==> config.mk <==
export PLATFORM = sky130hd
export DESIGN_NAME = acmp_ctrl
export DESIGN_NICKNAME = d
export VERILOG_FILES = /design/src/verilog/acmp_pkg.sv /design/src/verilog/acmp_sync_if.sv /design/src/verilog/acmp_ctrl.sv /design/src/verilog/acmp_sync.sv
export VERILOG_INCLUDE_DIRS = /design/src /design/src/verilog
export SDC_FILE = /design/constraint.sdc
export NUM_CORES = 1
export LEC_CHECK = 0
export BUFFER_PORTS_ARGS = -buffer_cell sky130_fd_sc_hd__buf_2
export CAP_MARGIN = 20
export CELL_PAD_IN_SITES_DETAIL_PLACEMENT = 1
export CELL_PAD_IN_SITES_GLOBAL_PLACEMENT = 2
export CORE_ASPECT_RATIO = 0.9
export CORE_MARGIN = 5
export CORE_UTILIZATION = 26
export DETAILED_ROUTE_END_ITERATION = 12
export PLACE_DENSITY_LB_ADDON = 0.3
export SETUP_SLACK_MARGIN = 0.5
export SLEW_MARGIN = 25
export SYNTH_ARGS = -nofsm -noshare
export SYNTH_HDL_FRONTEND = slang
export SYNTH_SLANG_ARGS = --single-unit
==> constraint.sdc <==
create_clock -name sys_clk -period 1.34 [get_ports sys_clk]
set_input_delay 0.067 -clock sys_clk [delete_from_list [all_inputs] [get_ports sys_clk]]
set_output_delay 0.067 -clock sys_clk [all_outputs]
set_load 0.01 [all_outputs]
==> src/verilog/acmp_regs.svh <==
`ifndef ACMP_REGS_SVH
`define ACMP_REGS_SVH
// I/O-space offsets
`define ACMP_CSR_IO_OFS 6'h08
`define ACMP_SFIO_IO_OFS 6'h20
// data-space addresses (I/O offset plus 0x20)
`define ACMP_CSR_DS_ADDR 8'h28
`define ACMP_SFIO_DS_ADDR 8'h40
// control/status bit positions
`define ACMP_BIT_POWER_OFF 7
`define ACMP_BIT_BANDGAP 6
`define ACMP_BIT_SYNC_OUT 5
`define ACMP_BIT_FLAG 4
`define ACMP_BIT_IRQ_EN 3
`define ACMP_BIT_CAPTURE 2
`define ACMP_BIT_MODE_HI 1
`define ACMP_BIT_MODE_LO 0
// special function register bit
`define ACMP_BIT_MUX_EN 3
// reset values
`define ACMP_CSR_RESET 8'h00
`define ACMP_SFIO_RESET 8'h00
`endif

==> src/verilog/acmp_pkg.sv <==
package acmp_pkg;
  // event mode encoding for the two mode bits
  typedef enum logic [1:0] {
    ACMP_MODE_TOGGLE = 2'h0,
    ACMP_MODE_RSVD = 2'h1,
    ACMP_MODE_FALL = 2'h2,
    ACMP_MODE_RISE = 2'h3
  } acmp_mode_t;
  typedef logic [7:0] acmp_byte_t;
endpackage

==> src/verilog/acmp_sync_if.sv <==
`timescale 1ns/1ns
// carries the synchronized comparator level and its previous sample
interface acmp_sync_if;
  logic level;
  logic prevLevel;
  modport src (output level, output prevLevel);
  modport dst (input level, input prevLevel);
endinterface
==> src/verilog/acmp_ctrl.sv <==
`timescale 1ns/1ns
`include "acmp_regs.svh"
module acmp_ctrl (
  input wire logic sys_clk,
  input wire logic rst_b,
  input wire logic ioSpace,
  input wire logic [7:0] busAddr,
  input wire acmp_pkg::acmp_byte_t busWdata,
  input wire logic busWe,
  input wire logic busRe,
  output acmp_pkg::acmp_byte_t busRdata,
  input wire logic converterEnable,
  input wire logic [2:0] channelSelectBits,
  input wire logic cpuGlobalIrq,
  input wire logic vectorAck,
  input wire logic compareRaw,
  output logic comparatorPowerOff,
  output logic bandgapPositiveSelect,
  output logic negativeFromMux,
  output logic [2:0] negativeChannel,
  output logic comparatorIrq,
  output logic captureSource,
  output logic captureRouteActive
);
  import acmp_pkg::*;

  // **************************************************
  // reset images
  // **************************************************
  // flops take their bits from the reset bytes so reset and readback always agree
  localparam acmp_byte_t CsrReset = `ACMP_CSR_RESET;
  localparam acmp_byte_t SfioReset = `ACMP_SFIO_RESET;

  // **************************************************
  // address decode
  // **************************************************
  // io offsets and data-space addresses both land on the same registers
  function automatic logic hitReg(input logic io, input logic [7:0] a, input logic [5:0] ioOfs,
                                  input logic [7:0] dsAddr);
    hitReg = io ? (a == {2'h0, ioOfs}) : (a == dsAddr);
  endfunction

  // two flops stand between the comparator and any logic that reads its level
  acmp_sync_if syncBus ();

  acmp_sync u_sync (
    .sys_clk(sys_clk),
    .rst_b(rst_b),
    .rawIn(compareRaw),
    .syncBus(syncBus)
  );

  // combinational decode terms
  logic csrHit;
  logic sfioHit;
  logic eventHit;
  logic riseEdge;
  logic fallEdge;

  // register state and its next value
  logic powerOff_r, powerOff_nxt;
  logic bandgap_r, bandgap_nxt;
  logic flag_r, flag_nxt;
  logic irqEn_r, irqEn_nxt;
  logic capture_r, capture_nxt;
  acmp_mode_t mode_r, mode_nxt;
  logic muxEn_r, muxEn_nxt;
  acmp_byte_t rdata_r, rdata_nxt;
  logic irq_r, irq_nxt;
  logic capSrc_r, capSrc_nxt;
  logic negMux_r, negMux_nxt;
  logic [2:0] negCh_r, negCh_nxt;

  // **************************************************
  // event detection
  // **************************************************
  // edges come from the history stage, so each transition is seen on exactly one cycle
  always_comb begin
    csrHit = hitReg(ioSpace, busAddr, `ACMP_CSR_IO_OFS, `ACMP_CSR_DS_ADDR);
    sfioHit = hitReg(ioSpace, busAddr, `ACMP_SFIO_IO_OFS, `ACMP_SFIO_DS_ADDR);
    riseEdge = syncBus.level & ~syncBus.prevLevel;
    fallEdge = ~syncBus.level & syncBus.prevLevel;
    // reserved mode sets nothing
    case (mode_r)
      ACMP_MODE_TOGGLE: eventHit = riseEdge | fallEdge;
      ACMP_MODE_FALL: eventHit = fallEdge;
      ACMP_MODE_RISE: eventHit = riseEdge;
      default: eventHit = 1'b0;
    endcase
  end

  // **************************************************
  // register file next state
  // **************************************************
  // writes, hardware clears and events merge here; later assignments win
  always_comb begin
    powerOff_nxt = powerOff_r;
    bandgap_nxt = bandgap_r;
    irqEn_nxt = irqEn_r;
    capture_nxt = capture_r;
    mode_nxt = mode_r;
    muxEn_nxt = muxEn_r;
    flag_nxt = flag_r;
    // bit 5 is read-only, so a write to it is dropped
    // no interlock against the enable: software quiets the request before changing power or mode
    if (busWe && csrHit) begin
      powerOff_nxt = busWdata[`ACMP_BIT_POWER_OFF];
      bandgap_nxt = busWdata[`ACMP_BIT_BANDGAP];
      irqEn_nxt = busWdata[`ACMP_BIT_IRQ_EN];
      capture_nxt = busWdata[`ACMP_BIT_CAPTURE];
      mode_nxt = acmp_mode_t'(busWdata[`ACMP_BIT_MODE_HI:`ACMP_BIT_MODE_LO]);
      // write-one-to-clear; a zero leaves the flag alone
      if (busWdata[`ACMP_BIT_FLAG]) begin
        flag_nxt = 1'b0;
      end
    end
    if (busWe && sfioHit) begin
      muxEn_nxt = busWdata[`ACMP_BIT_MUX_EN];
    end
    if (vectorAck) begin
      flag_nxt = 1'b0;
    end
    // a new event beats a clear in the same cycle so it is never lost
    if (eventHit) begin
      flag_nxt = 1'b1;
    end
  end

  // **************************************************
  // outputs next state
  // **************************************************
  // request and routing use next values so they move on the same edge as the write
  always_comb begin
    // read data stands for one cycle and is zero otherwise
    rdata_nxt = 8'h00;
    if (busRe && csrHit) begin
      rdata_nxt = {powerOff_r, bandgap_r, syncBus.level, flag_r, irqEn_r, capture_r, mode_r};
    end else if (busRe && sfioHit) begin
      rdata_nxt[`ACMP_BIT_MUX_EN] = muxEn_r;
    end
    irq_nxt = flag_nxt & irqEn_nxt & cpuGlobalIrq;
    // gated to zero when routing is off so capture logic sees no comparator activity
    capSrc_nxt = capture_nxt & syncBus.level;
    // a running converter always hands the negative input back to the pin
    negMux_nxt = muxEn_nxt & ~converterEnable;
    negCh_nxt = negMux_nxt ? channelSelectBits : 3'h0;
  end

  // **************************************************
  // register file storage
  // **************************************************
  // software-visible bits; the read-only sync-output bit has no storage of its own
  always_ff @(posedge sys_clk or negedge rst_b) begin
    if (!rst_b) begin
      powerOff_r <= CsrReset[`ACMP_BIT_POWER_OFF];
      bandgap_r <= CsrReset[`ACMP_BIT_BANDGAP];
      flag_r <= CsrReset[`ACMP_BIT_FLAG];
      irqEn_r <= CsrReset[`ACMP_BIT_IRQ_EN];
      capture_r <= CsrReset[`ACMP_BIT_CAPTURE];
      mode_r <= acmp_mode_t'(CsrReset[`ACMP_BIT_MODE_HI:`ACMP_BIT_MODE_LO]);
      muxEn_r <= SfioReset[`ACMP_BIT_MUX_EN];
    end else begin
      powerOff_r <= powerOff_nxt;
      bandgap_r <= bandgap_nxt;
      flag_r <= flag_nxt;
      irqEn_r <= irqEn_nxt;
      capture_r <= capture_nxt;
      mode_r <= mode_nxt;
      muxEn_r <= muxEn_nxt;
    end
  end

  // **************************************************
  // output storage
  // **************************************************
  // every port leaves from a flop so the analog and timer sides never see decode glitches
  always_ff @(posedge sys_clk or negedge rst_b) begin
    if (!rst_b) begin
      rdata_r <= 8'h00;
      irq_r <= 1'b0;
      capSrc_r <= 1'b0;
      negMux_r <= 1'b0;
      negCh_r <= 3'h0;
    end else begin
      rdata_r <= rdata_nxt;
      irq_r <= irq_nxt;
      capSrc_r <= capSrc_nxt;
      negMux_r <= negMux_nxt;
      negCh_r <= negCh_nxt;
    end
  end

  // **************************************************
  // port drive
  // **************************************************
  // plain wires from the flops, nothing between flop and pin
  assign busRdata = rdata_r;
  assign comparatorPowerOff = powerOff_r;
  assign bandgapPositiveSelect = bandgap_r;
  assign comparatorIrq = irq_r;
  assign captureSource = capSrc_r;
  assign captureRouteActive = capture_r;
  assign negativeFromMux = negMux_r;
  assign negativeChannel = negCh_r;
endmodule

==> src/verilog/acmp_sync.sv <==
`timescale 1ns/1ns
module acmp_sync (
  input wire logic sys_clk,
  input wire logic rst_b,
  input wire logic rawIn,
  acmp_sync_if.src syncBus
);
  logic meta_r;
  logic meta_nxt;
  logic sync_r;
  logic sync_nxt;
  logic prev_r;
  logic prev_nxt;

  // **************************************************
  // two-stage synchronizer plus one history stage
  // **************************************************
  // the first stage feeds only the second; the history stage enables edge detection
  always_comb begin
    meta_nxt = rawIn;
    sync_nxt = meta_r;
    prev_nxt = sync_r;
  end

  always_ff @(posedge sys_clk or negedge rst_b) begin
    if (!rst_b) begin
      meta_r <= 1'b0;
      sync_r <= 1'b0;
      prev_r <= 1'b0;
    end else begin
      meta_r <= meta_nxt;
      sync_r <= sync_nxt;
      prev_r <= prev_nxt;
    end
  end

  assign syncBus.level = sync_r;
  assign syncBus.prevLevel = prev_r;
endmodule

* After elaboration in Yosys (flattened, before gate mapping)
Cells that the tools add are included.
** Word-level totals
- Register bits after elaboration :: 25
- Input bits :: 28
- Output and inout bits :: 17
- Logic and storage cells :: 51
** Cells by class
- Eq/ne operators :: 6
- Mux-type cells :: 15
- Bitwise gates (word level) :: 10
- Reductions and logical operators :: 5
** Operators with widths (number)
- 8-bit by 6-bit == test with 1-bit output, second input constant :: 2
- 1-bit 2-to-1 mux :: 11
- 8-bit by 4-bit == test with 1-bit output, second input constant :: 1
- 8-bit by 7-bit == test with 1-bit output, second input constant :: 1
- 1-bit bitwise AND :: 6
- 3-bit 2-to-1 mux :: 2
- 2-bit == test, second input constant :: 2
- 1-bit logical AND :: 4
- 4-bit 2-to-1 mux :: 1
- 1-bit NOT :: 3
- 1-bit case mux with 3 select lines :: 1
- 2-bit zero test :: 1
- 1-bit OR :: 1

* Longest topological paths before layout
Gate-level depths: netlist of run 1.
- Depth after elaboration :: 8
- Mapped depth :: 5
- Depth with buffers taken out :: 5

* By module
Synthesis of run 1 repeated with hierarchy kept, for this count alone.
** Unflattened totals
- Cell total of the unflattened synthesis :: 74
- Area, all modules :: 1022.2 sq um
** Modules (own cells, without submodules)
- acmp_ctrl :: instances 1, cells each 71, area each 947.2 sq um, sequential area each 550.5 sq um
- acmp_sync :: instances 1, cells each 3, area each 75.1 sq um, sequential area each 75.1 sq um

* Worst setup path before layout of run 1
No wires, ideal clock.
- Path kind :: input-to-reg
- Start :: input port busAddr[4]
- End :: register irq_r, in the netlist comparatorIrq
- Setup time :: 0.120 ns
- Arrival :: 1.342 ns
- Required time :: 1.220 ns
- Path slack :: -0.122 ns
- Stages on the path :: 4
- Buffers on the path :: 0
- Path through :: or4b_4 -> nand4b_4 -> mux2_4 -> and3_1
** Between the ends
- Elaborated cells between the ends (all ways) :: 10
- Those cells by class :: eq/ne (2); mux (5); bitwise (2); reduce/logical (1)
** RTL lines
- start: declaration :: RTL line acmp_ctrl.sv:7 : input wire logic [7:0] busAddr,
- 8-bit by 6-bit == test with 1-bit output / 8-bit by 4-bit == test with 1-bit output (equally long branches) :: RTL line acmp_ctrl.sv:40 : hitReg = io ? (a == {2'h0, ioOfs}) : (a == dsAddr);
- 1-bit 2-to-1 mux * :: RTL line acmp_ctrl.sv:40
- 1-bit logical AND * :: RTL line acmp_ctrl.sv:106 : if (busWe && csrHit) begin
- 1-bit 2-to-1 mux * :: RTL line acmp_ctrl.sv:106
- named net irqEn_nxt :: RTL line acmp_ctrl.sv:64 : logic irqEn_r, irqEn_nxt;
- 1-bit bitwise AND * (2 in a row) :: RTL line acmp_ctrl.sv:141 : irq_nxt = flag_nxt & irqEn_nxt & cpuGlobalIrq;
- named net irq_nxt :: RTL line acmp_ctrl.sv:69 : logic irq_r, irq_nxt;
- end signal: assignment :: RTL line acmp_ctrl.sv:186 : irq_r <= irq_nxt;
- end: declaration :: RTL line acmp_ctrl.sv:69
The timed path passes the listed nets; every way through them passes the cells marked *.
A chain may end at the register's enable or synchronous reset.

* Final worst setup path of run 1
- Start :: register u_sync.sync_r, in the netlist u_sync.syncBus.level
- End :: register irq_r, in the netlist comparatorIrq
** Between the ends
- Word-level cells in the longest chain between the ends :: 7
- Elaborated cells between the ends (all ways) :: 8
- Those cells by class :: mux (2); bitwise (6)
** RTL lines
- start: declaration :: RTL line acmp_sync.sv:10 : logic sync_r;
- start signal: assignment :: RTL line acmp_sync.sv:32 : sync_r <= sync_nxt;
- 1-bit NOT :: RTL line acmp_ctrl.sv:82 : fallEdge = ~syncBus.level & syncBus.prevLevel;
- 1-bit bitwise AND :: RTL line acmp_ctrl.sv:82
- 1-bit OR :: RTL line acmp_ctrl.sv:85 : ACMP_MODE_TOGGLE: eventHit = riseEdge | fallEdge;
- 1-bit case mux with 3 select lines * :: RTL line acmp_ctrl.sv:84 : case (mode_r)
- 1-bit 2-to-1 mux * :: RTL line acmp_ctrl.sv:124 : if (eventHit) begin
- named net flag_nxt :: RTL line acmp_ctrl.sv:63 : logic flag_r, flag_nxt;
- 1-bit bitwise AND * (2 in a row) :: RTL line acmp_ctrl.sv:141
- named net irq_nxt :: RTL line acmp_ctrl.sv:69
Marks and branches as above.

==> impl_results.md, run 1 <==
- Final Power: 1.45 mW
- Status: finished, violations left
- Layout area overhead: 55.5%
- Inst Count DP: 174
- Worst r2r path cells: 5
- Worst path arrival time: 1620 ps
- Worst Path Max Fanout: 3
- Nets: 167
- Post-synthesis cell count: 75
- Worst Setup EP: comparatorIrq
- Root Driver: clkbuf_8
- Synth Flop Type: dfrtp_1
- DR pass1 iterations: 4
- Fin cells: 184
- Syn Area/Cell: 14.0 µm²
- Drc violations: 0
- Warnings, synthesis: 0
- Setup-failing EPs final: 1
- Die height: 70.4 µm
- Max Cap Viol: 0
- Synth Cell Area: 1050 µm²
- Sequential fraction of the synthesis area: 59.4%
- Unrepaired setup endpoints after global routing: yes
- Inserted Clock Buffers: 3
- IO Port Bufs: 43
- Design area: 1640 µm²
- Final Critical Period: 1460 ps
- EDFF count, synth: 0
- Syn nets: 105
- DR WL/cell: 15.0 µm
- Fillers: 426
- Critical path class: reg2reg
- Leak: 0.877 nW
- Die area: 5430 µm²
- Measured slew at the worst slew-check pin: 546 ps
- Netlist cell types: 30
- Initial core utilization: 26.4%
- Worst Setup SP: u_sync.syncBus.level
- Final WL: 2.77 mm
- Ant. Diodes: 0
- Fin worst setup slack: -118 ps
- Width of the die: 77.1 µm
- Core ar.: 3990 µm²
- Worst R2R End: comparatorIrq
- Failing checks: setup timing
- Critical path endpoint category: flip-flop
- I/O pins: 45
- Clk_lat worst skew: 270 ps
- Slew Limit Fails: 0
- First-pass GRT wire length: 4.68 mm
- Final Cycle Share: 109%
- Detailed Route Iter0 Violations: 24
- All-Layer GR Usage: 10.8%
- Antenna violations before repair: 0
- Hold Path Class: in2reg
- TritonCTS Sinks: 25
- Maximum vdd drop: 497 µV
- Layout cells sized above 1: 66.9%
- Pre-CTS setup slack: -247 ps
- Startpoint types: flip-flop
- Post-DP Area: 1390 µm²
- TritonCTS clock tree: done
- Yosys reg bits: 25
- Largest net degree at the start of global routing: 26
- H-tree Lvls: 1
- Post-route ant nets: 0
- PD cells: 884 nW/µm²
- HPWL Detailed: 2.04 mm
- Vias: 816
- Achievable Freq: 0.686 GHz
- Setup Skew: 1.04 ps
- Vias per cell: 4.43
- R2R setup slack: -120 ps
- Congestion Overflow GR: 0
- Via count of the first global-routing pass: 910
- CTS Buffer Depth: 2
- Reg-to-reg startpoint: u_sync.syncBus.level
- FP Rows: 22
- GPL Wtd Cong: 0.697
- Asr flop ratio synth: 100%
- WP data required: 1500 ps
- CTS clk-pin slew, worst paths: 80 ps
- Final Hold Fails: 0
- Max_slew headroom: 63.6%
critical path: stages (launching register included):
cell and delay, ps:
dfrtp_1 400, inv_2 60, ha_2 160, mux2_4 260, a221o_1 330, and3_1 150
flip-flops by register name, indices dropped and copies added, names as in the netlist:
| signal | cells |
|---|---|
| flag_r | 1 |
| captureSource | 1 |
| irqEn_r | 1 |
| u_sync.syncBus.level | 1 |
| negativeChannel | 3 |
| comparatorIrq | 1 |
| negativeFromMux | 1 |
| u_sync.meta_r | 1 |
| muxEn_r | 1 |
| captureRouteActive | 1 |
| comparatorPowerOff | 1 |
| busRdata | 8 |
| u_sync.syncBus.prevLevel | 1 |
| bandgapPositiveSelect | 1 |
| mode_r | 2 |
placed cells by master, fill, tap and decap left out, types with 3 or more instances in the layout:
cell type and n:
buf_6 9, buf_2 40, dfrtp_1 25, clkbuf_8 3, and2_1 5, buf_4 6, mux2_4 7
what timing repair did:
item                                    in CTS  in global routing
buffers inserted                             2                  2
hold endpoints to repair                    26                  0
pin swaps                                    5                  4
endpoints found under the setup margin      34                 39
hold buffers                                 2                  0
resized for setup                           19                 17
area by class of cell:
| cell class | instances | area (µm²) | share of cell area [%] |
|---|---|---|---|
| inverter | 3 | 11.3 | 0.688 |
| timing repair buffer | 57 | 367 | 22.4 |
| clock inverter | 1 | 5.00 | 0.306 |
| sequential | 25 | 626 | 38.2 |
| tap | 48 | 60.1 | 3.67 |
| clock buffer | 3 | 41.3 | 2.52 |
| multi-input combinational | 47 | 528 | 32.2 |
how the worst min path moves through the flow:
| stage | slack (ps) | from | end | cells past startpoint |
|---|---|---|---|---|
| after floorplan | -230 | rst_b | bandgapPositiveSelect | 0 |
| after global placement | 80 | rst_b | mode_r[1] | 1 |
| after detailed placement | 100 | rst_b | busRdata[4] | 1 |
| after CTS | 8 | converterEnable | negativeChannel[0] | 2 |
| after global routing | 20 | busWdata[7] | comparatorPowerOff | 2 |
| final | 30 | busWdata[7] | comparatorPowerOff | 2 |
report_power, final:
| group | internal (mW) | leakage (nW) | switching (mW) |
|---|---|---|---|
| Sequential | 0.776 | 0.337 | 0.0157 |
| Clock | 0.208 | 0.0255 | 0.231 |
| Combinational | 0.118 | 0.514 | 0.0992 |
| Total | 1.10 | 0.877 | 0.346 |
routing by layer:
layer / global-route usage (%) / part of all wire (%) / vias to the layer above
li1: - / - / 382
met1: 13.7 / 43 / 406
met2: 17.7 / 50 / 26
met3: 3.35 / 5.6 / 2
met4: 2.86 / 1.1 / 0
met5: 0 / 0 / -
Yosys cell counts (2+ instances only):
cell / n / share of area, %
inv_1: 3 / 1.1
nor2_1: 3 / 1.1
mux2_4: 2 / 2.9
and3b_1: 2 / 1.7
and2_1: 7 / 4.2
ha_1: 2 / 2.4
mux2_2: 5 / 5.3
dfrtp_1: 25 / 59
nor3b_1: 4 / 2.9
nor3_1: 2 / 0.95
logic make-up (layout without fill, tap and decap cells):
kind of cell,after synthesis,count (layout),synth area share [%]
buffers and inverters,3,64,1.07
muxes,8,8,9.14
and+or+nand+nor,30,30,20.9
DFF,25,25,59.4
AOI/OAI and AO/OA,6,6,6.29
adders and majority gates,2,2,2.37
xor gates and xnor gates,1,1,0.832
per-stage QoR:
stage	utilization (%)	setup TNS, ps	hold WS, ps
after floorplan	-	-232	-229
after global placement	34.9	-2370	81.6
after detailed placement	34.9	-2670	95.3
after CTS	38.9	-102	7.93
after global routing	41.0	-238	15.0
final	41.0	-118	29.8
Note: power is estimated with default switching activity, not from simulation.
==> run 2, diff against run 1 <==
==> constraint.sdc (replaced) <==
create_clock -name sys_clk -period 1.34 [get_ports sys_clk]
set_input_delay 0.067 -clock sys_clk [delete_from_list [all_inputs] [get_ports sys_clk]]
set_output_delay 0.067 -clock sys_clk [all_outputs]
set_load 0.05 [all_outputs]
==> run 2 against run 1 <==
  * The flow still finishes with violations (setup timing)
  * Power increased by 1.1%
  * Fmax increased by 1.4%
  * Utilization increased by 1.9 points
  * Combinational power increased by 9%
  * Sequential share of layout area decreased by 1.5 points
  * Critical path depth unchanged
  * Setup slack improved by 20 ps
  * Via count decreased by 2.6%
  * First-iteration DRC count decreased by 67%
  * Clock skew increased by 6.6 ps
==> impl_results.md, run 2 (same netlist as run 1, synthesis figures left out) <==
- Status: finished, violations left
- Failing checks: setup timing
- Fin worst setup slack: -98.2 ps
- Post-route ant nets: 0
- GPL Wtd Cong: 0.666
- Fillers: 423
- Post-DP Area: 1400 µm²
- Max_slew headroom: 77.3%
- Die height: 70.4 µm
- Root Driver: clkbuf_8
- Achievable Freq: 0.695 GHz
- Worst path arrival time: 1590 ps
- Hold path depth: 2
- Utilization after layout: 42.9%
- TritonCTS Sinks: 25
- Hold Path Class: in2reg
- Antenna violations before repair: 0
- R2R setup slack: -100 ps
- Critical path, cell by cell: inv_2, ha_2, mux2_4, a221o_1, and3_1
- Nets: 165
- Via count of the first global-routing pass: 953
- Commonest non-fill, non-tap cells in the layout: 23 x buf_2, 22 x dfrtp_1, 19 x buf_6, 7 x mux2_4, 7 x buf_4
- Crit-path slowest cell: dfrtp_1
- Final Critical Period: 1440 ps
- Max incr delay on CP: 400 ps
- FP Rows: 22
- Final Power: 1.46 mW
- Inserted Clock Buffers: 3
- Worst R2R End: comparatorIrq
- Final WL: 2.65 mm
- Commonest non-fill, non-tap cell in the layout: buf_2
- Setup Skew: 7.68 ps
- DR WL/cell: 14.5 µm
- Hold Slack: 20.4 ps
- Worst r2r path cells: 5
- Detailed Route Iter0 Violations: 8
- IO Port Bufs: 43
- Layout area overhead: 62.7%
- Die area: 5430 µm²
- Final Cycle Share: 107%
- Vias: 795
- WP data required: 1490 ps
- Setup-failing EPs final: 1
- Largest net degree at the start of global routing: 26
- Fin cells: 182
- H-tree Lvls: 1
- Buf+Inv Stages, Crit Path: 1
- Pre-CTS setup slack: -237 ps
- Startpoint types: flip-flop
- Max Cap Viol: 0
- Inst Count DP: 174
- Congestion Overflow GR: 0
- Ant. Diodes: 0
- TritonCTS clock tree: done
- Hold Path Origin: converterEnable
- Reg-to-reg startpoint: u_sync.syncBus.level
- Worst path depth: 5
- Initial core utilization: 26.4%
- PD cells: 854 nW/µm²
- HPWL Detailed: 2.07 mm
- DR pass1 iterations: 4
- Layout cells sized above 1: 66.4%
- Hold Path End: negativeChannel[0]
- Leak: 0.862 nW
- I/O pins: 45
- Core ar.: 3990 µm²
- Width of the die: 77.1 µm
- All-Layer GR Usage: 10.7%
- Critical path endpoint category: flip-flop
- CTS clk-pin slew, worst paths: 90 ps
- Clk_lat worst skew: 260 ps
- Number of flip-flops in the largest register: 8
- Vias per cell: 4.37
- CP delay by family, top: flip-flops
- Slew Limit Fails: 0
- Unrepaired setup endpoints after global routing: yes
- CTS Buffer Depth: 2
- Measured slew at the worst slew-check pin: 341 ps
- Design area: 1710 µm²
- Drc violations: 0
- Setup TNS: -98.2 ps
- Critical path class: reg2reg
- Maximum vdd drop: 379 µV
- Worst Path Max Fanout: 3
- First-pass GRT wire length: 4.60 mm
- Final Hold Fails: 0
==> run 2: cell count changes in the layout (fill, tap and decap cells not counted), moves of 3 or more <==
cell / previous run / this run
buf_6: 9 / 19
buf_2: 40 / 23
dfrtp_2: 0 / 3
buf_8: 0 / 3
dfrtp_1: 25 / 22
==> run 2: routing by layer <==
metal  part of all wire, %  global-route usage, %  wire, µm  vias up
met2                    53                   19.5      1410       21
met3                   5.1                   2.58       136        2
met4                   1.1                   2.86        28        0
li1                      -                      -         -      382
met5                     0                      0         0        -
met1                    41                   12.4      1070      390
==> run 2: cell type report <==
class                      count  area [µm²]  share of cell area [%]
timing repair buffer          55         454                    26.5
clock buffer                   3        41.3                    2.41
clock inverter                 1        5.00                   0.292
inverter                       3        11.3                   0.657
multi-input combinational     47         513                    29.9
sequential                    25         629                    36.7
tap                           48        60.1                    3.50
==> run 2: repair_timing <==
action | in CTS | in global routing
hold buffers | 2 | 0
endpoints found under the setup margin | 39 | 46
resized for setup | 54 | 11
endpoints found under the hold margin | 26 | 0
pin swaps | 5 | 3
setup buffers | 2 | 0
==> run 2: worst max path at each step <==
stage / startpoint / end / slack [ps]
2_1_floorplan: busAddr[2] / comparatorIrq / -110
3_3_place_gp: busAddr[2] / comparatorIrq / -230
3_5_place_dp: busAddr[2] / comparatorIrq / -240
4_1_cts: u_sync.syncBus.level / comparatorIrq / -100
5_1_grt: u_sync.syncBus.level / comparatorIrq / -150
6_report: u_sync.syncBus.level / comparatorIrq / -100
==> run 2: power by group <==
part	internal (mW)	switching, mW	leakage, nW
clock network	0.207	0.225	0.0255
registers	0.777	0.0181	0.332
logic	0.121	0.115	0.504
==> run 3, diff against run 2 <==
--- a/config.mk
+++ b/config.mk
@@ -15,7 +15,7 @@
 export CORE_UTILIZATION = 26
 export DETAILED_ROUTE_END_ITERATION = 12
 export PLACE_DENSITY_LB_ADDON = 0.3
-export SETUP_SLACK_MARGIN = 0.5
+export SETUP_SLACK_MARGIN = 0.3
 export SLEW_MARGIN = 25
 export SYNTH_ARGS = -nofsm -noshare
 export SYNTH_HDL_FRONTEND = slang
==> run 3 against run 2 <==
  * The flow still finishes with violations (setup timing)
  * Hold slack improved by 12 ps
  * Utilization fell by 3.7 points
  * Power fell by 1.7%
  * Final cell count rose by 2.2%
  * Clock skew fell by 5.1 ps
  * Setup slack got worse by 26 ps
  * Routed wire length rose by 1.0%
  * Sequential share of layout area rose by 3.3 points
  * Critical endpoint unchanged
  * Largest power group unchanged
  * Highest routed layer unchanged
==> impl_results.md, run 3 (same netlist as run 1, synthesis figures left out) <==
- Status: finished, violations left
- Failing checks: setup timing
- Final Critical Period: 1460 ps
- Startpoint types: flip-flop
- Met3 wire length: 154 µm
- Hold Path Class: in2reg
- Fin worst setup slack: -124 ps
- Detailed Route Iter0 Violations: 24
- Maximum vdd drop: 323 µV
- Hold Slack: 32.1 ps
- DR pass1 iterations: 3
- HPWL Detailed: 2.12 mm
- Worst Setup SP: u_sync.syncBus.level
- Congestion Overflow GR: 0
- CTS clk-pin slew, worst paths: 80 ps
- Commonest non-fill, non-tap cell in the layout: buf_2
- Unrepaired setup endpoints after global routing: yes
- Core ar.: 3990 µm²
- Initial core utilization: 26.4%
- Vias: 816
- I/O pins: 45
- Worst Path Max Fanout: 4
- Met1 wire length: 1.09 mm
- Setup Skew: 2.62 ps
- Critical path endpoint category: flip-flop
- Post-route ant nets: 0
- Max Cap Viol: 0
- Die area: 5430 µm²
- WP data required: 1500 ps
- Hold path depth: 2
- Die height: 70.4 µm
- Worst path arrival time: 1620 ps
- Register share of total power: 55.0%
- Slew Limit Fails: 0
- P_int: 1.09 mW
- Reg-to-reg startpoint: u_sync.syncBus.level
- Layout cells sized above 1: 62.3%
- IO Port Bufs: 43
- Final Cycle Share: 109%
- Pre-CTS setup slack: -246 ps
- Via count of the first global-routing pass: 948
- Largest net degree at the start of global routing: 26
- PD cells: 920 nW/µm²
- Worst r2r path cells: 5
- Setup-failing EPs final: 1
- CTS Buffer Depth: 2
- Hold Path End: negativeFromMux
- Nets: 169
- Antenna violations before repair: 0
- TritonCTS Sinks: 25
- FP Rows: 22
- Sw Ratio: 24.3%
- Max_slew headroom: 63.7%
- Uppermost routed layer: met4
- Setup TNS: -124 ps
- Number of flip-flops in the largest register: 8
- Psw: 0.350 mW
- Clock power frac: 29.9%
- R2R setup slack: -120 ps
- Vias per cell: 4.39
- Root Driver: clkbuf_8
- First-pass GRT wire length: 4.63 mm
- Final WL: 2.68 mm
- Width of the die: 77.1 µm
- Drc violations: 0
- Inserted Clock Buffers: 3
- Layout area overhead: 48.6%
- Commonest non-fill, non-tap cells in the layout: 41 x buf_2, 25 x dfrtp_1, 13 x buf_4, 6 x and2_1, 6 x mux2_4
- Ant. Diodes: 0
- Leak: 0.850 nW
- Met2 WL: 1.40 mm
- Critical path class: reg2reg
- Hold Path Origin: converterEnable
- TritonCTS clock tree: done
- Measured slew at the worst slew-check pin: 545 ps
- DR WL/cell: 14.4 µm
- All-Layer GR Usage: 10.6%
- Final Hold Fails: 0
- GPL Wtd Cong: 0.687
- Clk_lat worst skew: 260 ps
- Achievable Freq: 0.683 GHz
- Logic pwr share: 15.1%
- H-tree Lvls: 1
- Worst R2R End: comparatorIrq
[run 3: cell types whose count changed in the layout (fill, tap and decap cells not counted), sizes merged]
| cell | change |
|---|---|
| buf | +5 |
| clkbuf | -1 |
[run 3: worst max-delay path by stage]
stage                          endpoint  cells past startpoint
after global placement    comparatorIrq                      5
after global routing      comparatorIrq                      5
final                     comparatorIrq                      5
after CTS                 comparatorIrq                      5
after floorplan           comparatorIrq                      4
after detailed placement  comparatorIrq                      5
[run 3: timing repair]
item                                    CTS  global route
hold buffers                              2             0
resized for setup                        15             3
pin swaps                                 8             2
buffers inserted                          6             1
endpoints found under the setup margin   15            16
hold endpoints to repair                 26             0
[run 3: area by class of cell]
cell class                 count  area (µm²)
clock buffer                   3        41.3
fill                         453        2430
sequential                    25         626
inverter                       3        11.3
tap                           48        60.1
clock inverter                 1        5.00
timing repair buffer          59         357
multi-input combinational     47         465
[run 3: layer usage]
layer | track usage (%) | up-vias
met5 | 0 | -
met4 | 2.86 | 0
met3 | 3.48 | 2
met2 | 18.6 | 24
met1 | 12.5 | 402
li1 | - | 388
[run 3: power groups by stage]
| stage | Clock, mW | Combinational (mW) | Sequential, mW |
|---|---|---|---|
| global route | 0.498 | 0.238 | 0.795 |
| finish | 0.431 | 0.218 | 0.792 |
| CTS | 0.456 | 0.216 | 0.792 |
| global placement | 0 | 0.180 | 0.806 |
| detailed placement | 0 | 0.184 | 0.808 |
| floorplan | 0 | 0.0580 | 0.834 |
[run 3: critical path, cell delays in order, from the launching register on]
cell and delay, ps:
dfrtp_1 420, inv_2 50, ha_2 160, mux2_2 250
a221o_1 330, and3_1 150
[run 3: metrics by stage]
step           area (µm²)  total power [mW]  instances  utilization [%]
2_1_floorplan        1060             0.892         75                -
3_3_place_gp         1390             0.986        173             34.7
3_5_place_dp         1390             0.991        173             34.7
4_1_cts              1540              1.46        185             38.7
5_1_grt              1570              1.53        186             39.2
6_report             1570              1.44        186             39.2
